--- src/hw/pxs_regs.vh ---
`ifndef PXS_REGS_VH
`define PXS_REGS_VH

// Register byte offsets
`define PXS_CTRL_ADDR      8'h00
`define PXS_DPTR_ADDR      8'h04
`define PXS_DIMS_ADDR      8'h08
`define PXS_PITCH_ADDR     8'h0c
`define PXS_PIXEL_WIDTH_REG_ADDR     8'h10
`define PXS_SOFF_ADDR      8'h14
`define PXS_STATUS_ADDR    8'h18
`define PXS_TOTAL_ADDR     8'h1c
`define PXS_RCOST_ADDR     8'h20

// Control fields
`define PXS_CTRL_START     0
`define PXS_CTRL_RESUME    1
`define PXS_CTRL_OP_LO     4
`define PXS_CTRL_OP_HI     5
`define PXS_CTRL_MASK      6
`define PXS_CTRL_TRANSP    7

// Status fields
`define PXS_ST_BUSY        0
`define PXS_ST_INTR        1
`define PXS_ST_CASE_LO     2
`define PXS_ST_CASE_HI     3
`define PXS_ST_LEAD        4
`define PXS_ST_TRAIL       5

// Reset values
`define PXS_CTRL_RST       32'h0000_0000
`define PXS_DPTR_RST       32'h0000_0000
`define PXS_DIMS_RST       32'h0000_0000
`define PXS_PITCH_RST      32'h0000_0000
`define PXS_PIXEL_WIDTH_REG_RST      32'h0000_0001
`define PXS_SOFF_RST       32'h0000_0000

// Clocks per machine state, then timing counts in machine states
`define PXS_MS_DIV         4'h2
`define PXS_FINAL_STATES   32'h0000_0003
`define PXS_FAST_OVH       32'h0000_0003
`define PXS_MED_SLOW_OVH   32'h0000_0005
`define PXS_LONG_SLOW_OVH  32'h0000_0007
`define PXS_LONG_SLOW_TAIL 32'h0000_0002
`define PXS_MEM_STATES     32'h0000_0002
`define PXS_ADJ_ONE        32'h0000_0002
`define PXS_ADJ_TWO        32'h0000_0004

// Case codes
`define PXS_CASE_SHORT     2'h0
`define PXS_CASE_MEDIUM    2'h1
`define PXS_CASE_LONG      2'h2

// Geometry
`define PXS_WORD_BITS      32'h0000_0010
`define PXS_SET_BITS       32'h0000_0020

`endif

--- src/hw/pxs_buf2.v ---
`timescale 1ns/100ps
module pxs_buf2 #(
  parameter W = 33
) (
  input  wire         clk_i,
  input  wire         rst_i,
  input  wire         in_valid_i,
  output wire         in_ready_o,
  input  wire [W-1:0] in_data_i,
  output wire         out_valid_o,
  input  wire         out_ready_i,
  output wire [W-1:0] out_data_o
);
  reg  [W-1:0] ent_ff [0:1];
  reg  [1:0]   cnt_ff;
  wire         push;
  wire         pop;

  assign in_ready_o  = (cnt_ff != 2'h2);
  assign out_valid_o = (cnt_ff != 2'h0);
  assign push        = in_valid_i & in_ready_o;
  assign pop         = out_valid_o & out_ready_i;
  assign out_data_o  = ent_ff[0];

  // Head always in entry 0
  always @(posedge clk_i) begin
    if (rst_i) begin
      cnt_ff    <= 2'h0;
      ent_ff[0] <= {W{1'b0}};
      ent_ff[1] <= {W{1'b0}};
    end else begin
      case ({push, pop})
        2'b10: begin
          ent_ff[cnt_ff[0]] <= in_data_i;
          cnt_ff            <= cnt_ff + 2'h1;
        end
        2'b01: begin
          ent_ff[0] <= ent_ff[1];
          cnt_ff    <= cnt_ff - 2'h1;
        end
        2'b11: begin
          if (cnt_ff == 2'h1) begin
            ent_ff[0] <= in_data_i;
          end else begin
            ent_ff[0] <= ent_ff[1];
            ent_ff[1] <= in_data_i;
          end
        end
        default: begin
          cnt_ff <= cnt_ff;
        end
      endcase
    end
  end
endmodule // pxs_buf2

--- src/hw/pxs_expand_seq.v ---
// Operation
// (RULE1) Use the short sequence when a source row fits one 16-bit word and touches one dest word.
// (RULE2) Short row cost is 3 plus 2 per source word plus G, times rows, plus 3 final states.
// (RULE3) Medium rows (source within 32 bits, several dest words) cost 3 or 5 plus 2R plus NG.
// (RULE4) Long rows run as serial 32-pixel sets without edge optimisation, then a short leftover.
// (RULE5) Long row cost is S sets of 3 or 7 plus 2R plus 2GP, plus 2V or 2+2V, plus NG.
// (RULE6) Each 32-bit source set takes two or three source reads by source alignment.
// (RULE7) Leftover bits take one, two or three source reads by count and alignment.
// (RULE8) Rows split into leading word, centre words and trailing word; trailing word sets class (code uses trailing word for medium rows, leading for long).
// (RULE9) Row count is the clipped row count held in the block dimensions register.
// (RULE10) Software keeps the destination pitch a multiple of 16 so every row aligns alike.
// (RULE11) Transfer walks one dest word at a time to increasing X and Y, ignoring direction bits.
// (RULE12) Dest words are read before replace when masking, transparency or processing is on.
// (RULE13) Masking, transparency and insertion together cost two states per dest word.
// (RULE14) G is 2, 4, 5 or 6 by operation, two more with masking or transparency.
// (RULE15) With masking or transparency, rows drop 2 states for B or C and 4 for D.
// (RULE16) Interrupts stop at word boundaries or row ends, set the flag and keep the context.
// (RULE17) Costs count machine states, one memory cycle being two states.
`timescale 1ns/100ps
`include "pxs_regs.vh"
module pxs_expand_seq (
  input  wire        clk_i,
  input  wire        rst_i,
  input  wire [7:0]  wb_adr_i,
  input  wire [31:0] wb_dat_i,
  output wire [31:0] wb_dat_o,
  input  wire        wb_we_i,
  input  wire [3:0]  wb_sel_i,
  input  wire        wb_stb_i,
  input  wire        wb_cyc_i,
  output wire        wb_ack_o,
  input  wire        irq_req_i,
  output wire        mem_valid_o,
  input  wire        mem_ready_i,
  output wire [31:0] mem_addr_o,
  output wire        mem_rmw_o,
  output wire        busy_o,
  output wire        block_interrupted_flag_o
);
  localparam [3:0] S_IDLE  = 4'b0001;
  localparam [3:0] S_ROW   = 4'b0010;
  localparam [3:0] S_FINAL = 4'b0100;
  localparam [3:0] S_PAUSE = 4'b1000;
  reg  [3:0]  state_ff;
  reg  [3:0]  nxt_state;
  reg         ack_ff;
  reg  [31:0] rdat_ff;
  reg  [31:0] ctrl_ff;
  reg  [31:0] dest_pointer_ff;
  reg  [31:0] block_dimensions_ff;
  reg  [31:0] dest_row_pitch_ff;
  reg  [31:0] pixel_width_reg_ff;
  reg  [31:0] src_off_ff;
  reg  [31:0] total_ff;
  reg  [31:0] row_cost_ff;
  reg  [31:0] row_words_ff;
  reg  [31:0] cost_left_ff;
  reg  [31:0] acc_ff;
  reg  [15:0] rows_left_ff;
  reg  [31:0] row_base_ff;
  reg  [31:0] addr_ff;
  reg         rmw_ff;
  reg         intr_ff;
  reg  [3:0]  div_ff;
  reg  [1:0]  case_ff;
  reg         lead_ff;
  reg         trail_ff;
  wire        bus_req;
  wire        wr_go;
  wire        ms_en;
  wire        buf_ready;
  wire        emit_due;
  wire        advance;
  wire [32:0] buf_data;
  wire [31:0] nacc;
  reg  [31:0] dx;
  reg  [31:0] psz;
  reg  [31:0] doff;
  reg  [31:0] soff;
  reg  [31:0] row_bits;
  reg  [31:0] n_words;
  reg  [31:0] g_val;
  reg  [31:0] r_words;
  reg  [31:0] sets;
  reg  [31:0] rem;
  reg  [31:0] r_set;
  reg  [31:0] v_words;
  reg  [31:0] n_rem;
  reg  [31:0] base_cost;
  reg  [31:0] adj;
  reg  [31:0] calc_cost;
  reg  [31:0] calc_words;
  reg  [1:0]  calc_case;
  reg         lead_mis;
  reg         trail_mis;
  reg         mask_on;
  function [31:0] wsel;
    input [31:0] old_v;
    input [31:0] new_v;
    input [3:0]  sel;
    integer i;
    begin
      wsel = old_v;
      for (i = 0; i < 4; i = i + 1) begin
        if (sel[i]) begin
          wsel[8*i +: 8] = new_v[8*i +: 8];
        end
      end
    end
  endfunction
  function [31:0] words_of;
    input [31:0] bits;
    begin
      words_of = (bits + 32'h0000_000f) >> 4;
    end
  endfunction
  function [31:0] gcost;
    input [1:0] op;
    input       mt;
    reg   [31:0] g;
    begin
      g = 32'h0000_0000;
      case (op)
        2'h0:    g = 32'h0000_0002;
        2'h1:    g = 32'h0000_0004;
        2'h2:    g = 32'h0000_0005;
        default: g = 32'h0000_0006;
      endcase
      gcost = mt ? (g + `PXS_MEM_STATES) : g; // RULE13
    end
  endfunction
  always @* begin
    dx        = {16'h0000, block_dimensions_ff[15:0]};
    psz       = {27'h0000000, pixel_width_reg_ff[4:0]};
    doff      = {28'h0000000, dest_pointer_ff[3:0]};
    soff      = {28'h0000000, src_off_ff[3:0]};
    row_bits  = dx * psz;
    n_words   = words_of(doff + row_bits);
    lead_mis  = (doff != 32'h0000_0000); // RULE8
    trail_mis = (((doff + row_bits) & 32'h0000_000f) != 32'h0000_0000); // RULE8
    mask_on   = ctrl_ff[`PXS_CTRL_MASK] | ctrl_ff[`PXS_CTRL_TRANSP];
    g_val     = gcost(ctrl_ff[`PXS_CTRL_OP_HI:`PXS_CTRL_OP_LO], mask_on); // RULE14
    r_words   = words_of(soff + dx);
    sets      = dx >> 5;
    rem       = dx & 32'h0000_001f;
    r_set     = (soff == 32'h0000_0000) ? 32'h0000_0002 : 32'h0000_0003; // RULE6
    v_words   = (rem == 32'h0000_0000) ? 32'h0000_0000 : words_of(soff + rem); // RULE7
    n_rem     = words_of(rem * psz);
    if ((soff + dx <= `PXS_WORD_BITS) && (n_words == 32'h0000_0001)) begin
      calc_case  = `PXS_CASE_SHORT; // RULE1
      base_cost  = `PXS_FAST_OVH + 32'h0000_0002 * r_words + g_val; // RULE2
      calc_words = 32'h0000_0001;
    end else if (dx <= `PXS_SET_BITS) begin
      calc_case  = `PXS_CASE_MEDIUM;
      base_cost  = (trail_mis ? `PXS_MED_SLOW_OVH : `PXS_FAST_OVH)
                 + 32'h0000_0002 * r_words + n_words * g_val; // RULE3
      calc_words = n_words;
    end else begin
      calc_case  = `PXS_CASE_LONG; // RULE4
      base_cost  = ((lead_mis ? `PXS_LONG_SLOW_OVH : `PXS_FAST_OVH)
                 + 32'h0000_0002 * r_set + 32'h0000_0002 * g_val * psz) * sets
                 + (lead_mis ? `PXS_LONG_SLOW_TAIL : 32'h0000_0000)
                 + 32'h0000_0002 * v_words + n_rem * g_val; // RULE5
      calc_words = 32'h0000_0002 * psz * sets + n_rem;
    end
    adj = 32'h0000_0000;
    if (mask_on && (calc_case != `PXS_CASE_SHORT)) begin
      if (lead_mis && trail_mis) begin
        adj = `PXS_ADJ_TWO; // RULE15
      end else if (lead_mis || trail_mis) begin
        adj = `PXS_ADJ_ONE; // RULE15
      end
    end
    calc_cost = (base_cost > adj + calc_words) ? (base_cost - adj) : calc_words;
  end
  assign bus_req  = wb_cyc_i & wb_stb_i;
  assign wr_go    = bus_req & wb_we_i & ~ack_ff;
  assign wb_ack_o = ack_ff;
  assign wb_dat_o = rdat_ff;
  always @(posedge clk_i) begin
    if (rst_i) begin
      ack_ff  <= 1'b0;
      rdat_ff <= 32'h0000_0000;
    end else begin
      ack_ff <= bus_req & ~ack_ff;
      if (bus_req & ~ack_ff & ~wb_we_i) begin
        case (wb_adr_i)
          `PXS_CTRL_ADDR:   rdat_ff <= ctrl_ff;
          `PXS_DPTR_ADDR:   rdat_ff <= dest_pointer_ff;
          `PXS_DIMS_ADDR:   rdat_ff <= block_dimensions_ff;
          `PXS_PITCH_ADDR:  rdat_ff <= dest_row_pitch_ff;
          `PXS_PIXEL_WIDTH_REG_ADDR:  rdat_ff <= pixel_width_reg_ff;
          `PXS_SOFF_ADDR:   rdat_ff <= src_off_ff;
          `PXS_STATUS_ADDR: rdat_ff <= {26'h0000000, trail_ff, lead_ff, case_ff,
                                        intr_ff, ~state_ff[0]};
          `PXS_TOTAL_ADDR:  rdat_ff <= total_ff;
          `PXS_RCOST_ADDR:  rdat_ff <= row_cost_ff;
          default:          rdat_ff <= 32'h0000_0000;
        endcase
      end
    end
  end
  // Setup registers, writable only while idle
  always @(posedge clk_i) begin
    if (rst_i) begin
      ctrl_ff             <= `PXS_CTRL_RST;
      dest_pointer_ff     <= `PXS_DPTR_RST;
      block_dimensions_ff <= `PXS_DIMS_RST;
      dest_row_pitch_ff   <= `PXS_PITCH_RST;
      pixel_width_reg_ff  <= `PXS_PIXEL_WIDTH_REG_RST;
      src_off_ff          <= `PXS_SOFF_RST;
    end else if (wr_go & state_ff[0]) begin
      case (wb_adr_i)
        `PXS_CTRL_ADDR:  ctrl_ff             <= wsel(ctrl_ff, wb_dat_i, wb_sel_i) & 32'h0000_00f0;
        `PXS_DPTR_ADDR:  dest_pointer_ff     <= wsel(dest_pointer_ff, wb_dat_i, wb_sel_i);
        `PXS_DIMS_ADDR:  block_dimensions_ff <= wsel(block_dimensions_ff, wb_dat_i, wb_sel_i);
        `PXS_PITCH_ADDR: dest_row_pitch_ff   <= wsel(dest_row_pitch_ff, wb_dat_i, wb_sel_i);
        `PXS_PIXEL_WIDTH_REG_ADDR: pixel_width_reg_ff  <= wsel(pixel_width_reg_ff, wb_dat_i, wb_sel_i);
        `PXS_SOFF_ADDR:  src_off_ff          <= wsel(src_off_ff, wb_dat_i, wb_sel_i);
        default:         ctrl_ff             <= ctrl_ff;
      endcase
    end
  end
  wire start_cmd  = wr_go & (wb_adr_i == `PXS_CTRL_ADDR) & wb_sel_i[0]
                  & wb_dat_i[`PXS_CTRL_START];
  wire resume_cmd = wr_go & (wb_adr_i == `PXS_CTRL_ADDR) & wb_sel_i[0]
                  & wb_dat_i[`PXS_CTRL_RESUME];
  // Machine state enable, one memory cycle is two of these
  assign ms_en = (div_ff == `PXS_MS_DIV - 4'h1); // RULE17
  assign nacc     = acc_ff + row_words_ff;
  assign emit_due = state_ff[1] & ms_en & (nacc >= row_cost_ff);
  assign advance  = ms_en & ~(emit_due & ~buf_ready);
  assign buf_data = {rmw_ff, addr_ff};
  always @* begin
    nxt_state = state_ff;
    case (state_ff)
      S_IDLE: begin
        if (start_cmd) begin
          nxt_state = (block_dimensions_ff[31:16] == 16'h0000 ||
                       block_dimensions_ff[15:0] == 16'h0000) ? S_FINAL : S_ROW;
        end
      end
      S_ROW: begin
        if (advance) begin
          if ((cost_left_ff == 32'h0000_0001) && (rows_left_ff == 16'h0001)) begin
            nxt_state = S_FINAL;
          end else if (irq_req_i && (emit_due || cost_left_ff == 32'h0000_0001)) begin
            nxt_state = S_PAUSE; // RULE16
          end
        end
      end
      S_FINAL: begin
        if (ms_en && cost_left_ff == 32'h0000_0001) begin
          nxt_state = S_IDLE;
        end
      end
      S_PAUSE: begin
        if (resume_cmd) begin
          nxt_state = S_ROW;
        end
      end
      default: nxt_state = S_IDLE;
    endcase
  end
  always @(posedge clk_i) begin
    if (rst_i) begin
      state_ff     <= S_IDLE;
      div_ff       <= 4'h0;
      total_ff     <= 32'h0000_0000;
      row_cost_ff  <= 32'h0000_0000;
      row_words_ff <= 32'h0000_0000;
      cost_left_ff <= 32'h0000_0000;
      acc_ff       <= 32'h0000_0000;
      rows_left_ff <= 16'h0000;
      row_base_ff  <= 32'h0000_0000;
      addr_ff      <= 32'h0000_0000;
      rmw_ff       <= 1'b0;
      intr_ff      <= 1'b0;
      case_ff      <= `PXS_CASE_SHORT;
      lead_ff      <= 1'b0;
      trail_ff     <= 1'b0;
    end else begin
      state_ff <= nxt_state;
      div_ff   <= (ms_en | (state_ff[0] & start_cmd)) ? 4'h0 : div_ff + 4'h1; // RULE17
      if (state_ff[0] && start_cmd) begin
        total_ff     <= 32'h0000_0000;
        row_cost_ff  <= calc_cost;
        row_words_ff <= calc_words;
        cost_left_ff <= (nxt_state == S_FINAL) ? `PXS_FINAL_STATES : calc_cost;
        acc_ff       <= 32'h0000_0000;
        rows_left_ff <= block_dimensions_ff[31:16]; // RULE9
        row_base_ff  <= {dest_pointer_ff[31:4], 4'h0};
        addr_ff      <= {dest_pointer_ff[31:4], 4'h0};
        rmw_ff       <= (ctrl_ff[`PXS_CTRL_MASK] | ctrl_ff[`PXS_CTRL_TRANSP] |
                         (ctrl_ff[`PXS_CTRL_OP_HI:`PXS_CTRL_OP_LO] != 2'h0)); // RULE12
        case_ff      <= calc_case;
        lead_ff      <= lead_mis;
        trail_ff     <= trail_mis;
      end
      if (state_ff[1] && advance) begin
        total_ff <= total_ff + 32'h0000_0001;
        acc_ff   <= emit_due ? nacc - row_cost_ff : nacc;
        addr_ff  <= emit_due ? (addr_ff + `PXS_WORD_BITS) : addr_ff; // RULE11
        if (cost_left_ff == 32'h0000_0001) begin
          rows_left_ff <= rows_left_ff - 16'h0001;
          row_base_ff  <= row_base_ff + dest_row_pitch_ff; // RULE10
          addr_ff      <= row_base_ff + dest_row_pitch_ff; // RULE11
          acc_ff       <= 32'h0000_0000;
          cost_left_ff <= (rows_left_ff == 16'h0001) ? `PXS_FINAL_STATES : row_cost_ff;
        end else begin
          cost_left_ff <= cost_left_ff - 32'h0000_0001;
        end
      end
      if (state_ff[2] && ms_en) begin
        total_ff     <= total_ff + 32'h0000_0001;
        cost_left_ff <= cost_left_ff - 32'h0000_0001;
      end
      if (nxt_state == S_PAUSE && state_ff[1]) begin
        intr_ff <= 1'b1; // RULE16
      end else if (state_ff[3] && resume_cmd) begin
        intr_ff <= 1'b0;
      end
    end
  end
  assign busy_o                   = ~state_ff[0];
  assign block_interrupted_flag_o = intr_ff;
  pxs_buf2 #(
    .W (33)
  ) u_buf (
    .clk_i       (clk_i),
    .rst_i       (rst_i),
    .in_valid_i  (emit_due),
    .in_ready_o  (buf_ready),
    .in_data_i   (buf_data),
    .out_valid_o (mem_valid_o),
    .out_ready_i (mem_ready_i),
    .out_data_o  ({mem_rmw_o, mem_addr_o})
  );
endmodule // pxs_expand_seq

--- config.mk ---
export PLATFORM = sky130hd
export DESIGN_NAME = pxs_expand_seq
export DESIGN_NICKNAME = d
export VERILOG_FILES = /design/src/hw/pxs_buf2.v /design/src/hw/pxs_expand_seq.v
export VERILOG_INCLUDE_DIRS = /design/src /design/src/hw
export SDC_FILE = /design/constraint.sdc
export NUM_CORES = 2
export LEC_CHECK = 0
export BUFFER_PORTS_ARGS = -buffer_cell sky130_fd_sc_hd__buf_2
export CAP_MARGIN = 30
export CORE_MARGIN = 2
export CORE_UTILIZATION = 40
export CTS_CLUSTER_DIAMETER = 120
export DETAILED_ROUTE_END_ITERATION = 10
export GPL_TIMING_DRIVEN = 0
export PLACE_DENSITY = 0.62
export SLEW_MARGIN = 20
export SYNTH_ARGS = -nofsm -noshare
export SYNTH_HDL_FRONTEND = slang
export SYNTH_SLANG_ARGS = --single-unit
export TNS_END_PERCENT = 50
--- constraint.sdc ---
create_clock -name clk_i -period 33.2 [get_ports clk_i]
set_clock_uncertainty 0.05 [all_clocks]
set_input_delay 8.3 -clock clk_i [delete_from_list [all_inputs] [get_ports clk_i]]
set_output_delay 8.3 -clock clk_i [all_outputs]
set_load 0.01 [all_outputs]
==> flow_summary_export.csv <==
group,metric,value,unit
synth,syn_area_per_cell,8.04,um2
placed_design,gp_congestion,1.03,
timing,max-slew-margin-rel,0.248,
final_layout,final_common_cell,"nor2_1",
power_and_ir_drop,p_leak,23.6,nW
global_route,grt-ovfl-total,0,
global_route,track_usage,0.306,
synth,synth_compound_area_frac,0.182,
synth,async_flop_share,0,
final_layout,multi_input_area,0.0344,mm2
critical_path,cpPeakStageDelay,0.82,ns
placed_design,io_buffers,117,
placed_design,post-dp-hpwl,159000,um
route,drc,0,
timing,rsz0062_at_grt,"false",
final_layout,regArea,0.0108,mm2
clock_network,cts_tree,"yes",
critical_path,reg2reg_depth,48,
synth,yosysWarnings,0,
floorplan,core_region_area,0.120,mm2
global_route,grt_pass1_vias,43700,
final_layout,layout.nets,7047,
critical_path,r2r-start,"block_dimensions_ff[9]",
clock_network,cts_buffer_depth,3,
power_and_ir_drop,clkPwrFrac,0.503,
synth,synth-edff-count,66,
floorplan,dieArea,0.124,mm2
critical_path,reg2reg_to,"row_cost_ff[17]",
power_and_ir_drop,p_seq_frac,0.454,
timing,layout_min_cycle_time,15.72,ns
final_layout,largest_register_ffs,66,
critical_path,crit_required,33.64,ns
route,firstDrtPassIters,9,
clock_network,ctsResizeCount,0,
synth,synth_xor_area_frac,0.0474,
critical_path,cp_num_buf_inv,10,
critical_path,cp_num_cells,48,
route,vias_per_cell,5.90,
clock_network,cts_made_buffers,56,
hold_path,hold_path_end,"row_base_ff[0]",
synth,synth.area.mux_share,0.0421,
synth,syn-instance-count,6022,
timing,final-max-slew-violation-count,0,
global_route,grt_pass1_wl,283000,um
timing,fmax,0.0636,GHz
route,post_drt_wl_per_cell,24.7,um
synth,synth_top_family_by_area,"adder cells",
route,wirelength,195000,um
clock_network,postCtsHoldBufs,0,
power_and_ir_drop,swShare,0.245,
clock_network,clock_latency,0.67,ns
clock_network,cts_root_buf,"clkbuf_16",
flow_run,max-cap-violations,0,
synth,synth_cell_types,100,
timing,hold_viol_final,0,
power_and_ir_drop,irDropWorstVdd,0.0495,mV
critical_path,crit_top_cell,"ha_1",
clock_network,cts_setup_buffers,0,
final_layout,nFillCells,12200,
power_and_ir_drop,comb_power_share,0.043,
critical_path,startpoint_type,"flip-flop",
critical_path,worst-setup-path-type,"reg -> reg",
run_status,status,"completed",
final_layout,top_register,"u_buf.ent_ff",
floorplan,rows,127,
final_layout,drive_gt1_frac,0.0533,
route,vias,46600,
power_and_ir_drop,power.switching,339,uW
final_layout,area_growth,10.3,%
critical_path,worstPathMaxFanout,10,
floorplan,start_util,0.404,
synth,yosys.area_share.adder,0.237,
route,first_iter_violations,5640,
synth,ys_ff_latch,506,
hold_path,worst_hold_path.num_cells,2,
timing,tightest_slew,1.13,ns
timing,fin_setup_tns,0,ns
timing,final.period_utilization,0.474,
global_route,antenna_found_initial,10,
clock_network,htreeDepth,2,
hold_path,hp-start,"row_base_ff[0]",
global_route,grt_max_degree,34,
timing,finalSetupViolCount,0,
placed_design,post-place-cells,7775,
floorplan,num_io_pins,120,
synth,synth_ff_type,"dfxtp_1",
critical_path,cp_top_family,"adder cells",
power_and_ir_drop,p_int,1.04,mW
synth,ys_seq_area_frac,0.223,
final_layout,mostFrequentLayoutCells,"638 x nor2_1, 607 x nand2_1, 580 x inv_1, 504 x ha_1, 440 x dfxtp_1",
critical_path,cp_slowest_cell,"clkbuf_1",
critical_path,worst_setup_path_end_kind,"flip-flop",
floorplan,die_x,352,um
clock_network,cts.sinks,506,
synth,yosys.area_share.simple,0.201,
synth,synth_area,0.0484,mm2
hold_path,hold_path_class,"reg -> reg",
power_and_ir_drop,powerDensity,25.9,mW/mm2
critical_path,rrSetupSlack,17.48,ns
final_layout,final_cells,7900,
route,drtAntennaViolNets,0,
clock_network,clk_pin_slew,0.06,ns
critical_path,cp.arrival,16.16,ns
floorplan,die_height,352,um
[Yosys cell counts (34+ instances only)]
cell	count	share of area
a21o_1	62	0.0096
o211ai_1	44	0.0068
a222oi_1	35	0.0072
nand4_1	42	0.0054
xnor2_1	158	0.029
o21a_1	34	0.0053
nand2_1	607	0.047
ha_1	504	0.13
nor4_1	43	0.0056
a31oi_1	78	0.010
and3_1	81	0.010
dfxtp_1	440	0.18
xor2_1	104	0.019
fa_1	257	0.11
a22oi_1	75	0.012
mux2i_1	191	0.039
nor2b_1	42	0.0054
or3_1	35	0.0045
edfxtp_1	66	0.041
inv_1	580	0.045
nand3_1	119	0.012
clkbuf_1	257	0.020
nor3_1	107	0.011
nor2_1	638	0.049
a211oi_1	83	0.013
and2_1	192	0.025
a21oi_1	428	0.044
o21ai_0	248	0.026
[per-layer routing]
layer	GRT usage	share of wire
met5	0	0.00044
met4	0.133	0.049
met3	0.0811	0.11
met2	0.469	0.43
met1	0.405	0.42
[worst max path at each step]
stage / slack (ns) / to / start
finish: 17.48 / row_cost_ff[17] / block_dimensions_ff[9]
floorplan: 20.02 / u_buf.ent_ff[1][0] / mem_ready_i
global placement: 17.43 / cost_left_ff[28] / block_dimensions_ff[7]
detailed placement: 17.81 / row_cost_ff[17] / block_dimensions_ff[7]
global route: 16.90 / row_cost_ff[17] / block_dimensions_ff[5]
CTS: 17.74 / row_cost_ff[17] / block_dimensions_ff[9]
[power groups by stage]
stage	logic (mW)	clock network, mW	registers (mW)
detailed placement	0.0574	0	0.642
global placement	0.0562	0	0.642
global route	0.0624	0.719	0.628
CTS	0.0576	0.693	0.628
finish	0.0599	0.695	0.628
floorplan	0.0246	0	0.644
[metrics by stage]
stage	power [mW]	instance area (um2)	hold slack [ns]	worst slack, ns	util
final	1.38	53400	0.417	17.48	0.445
after global routing	1.41	53400	0.440	16.90	0.445
after CTS	1.38	53300	0.416	17.74	0.444
after detailed placement	0.699	51300	0.406	17.81	0.427
after global placement	0.698	51000	0.398	17.43	0.425
after floorplan	0.668	48400	0.386	20.02	-
[final cells by class]
type | count | share of cell area
Sequential cell | 506 | 0.202
Clock buffer | 73 | 0.0286
Buffer | 288 | 0.0210
Clock inverter | 33 | 0.00886
Multi-Input combinational cell | 4648 | 0.644
Inverter | 581 | 0.0409
Antenna cell | 5 | 0.000234
Tap cell | 1612 | 0.0378
Timing Repair Buffer | 154 | 0.0164
[worst reg2reg max path, delay by kind of cell (launching register included)]
family / cells / cell delay (ns)
fa+ha+maj: 14 / 5.47
mux: 1 / 0.78
xor+xnor: 3 / 0.97
buf+inv: 10 / 2.32
flops: 1 / 0.63
compound gates: 13 / 3.77
simple gates: 7 / 1.58
[cells by family (layout without fill, tap and decap cells)]
group                      count (synthesis)  count (layout)
buffers and inverters                    869            1129
and+or+nand+nor                         2063            2063
muxes                                    202             202
DFF                                      506             506
adders and majority gates                761             761
other                                      1               7
xor gates and xnor gates                 262             262
AOI/OAI and AO/OA                       1358            1358
No activity file was read; power rests on OpenSTA's default activity.
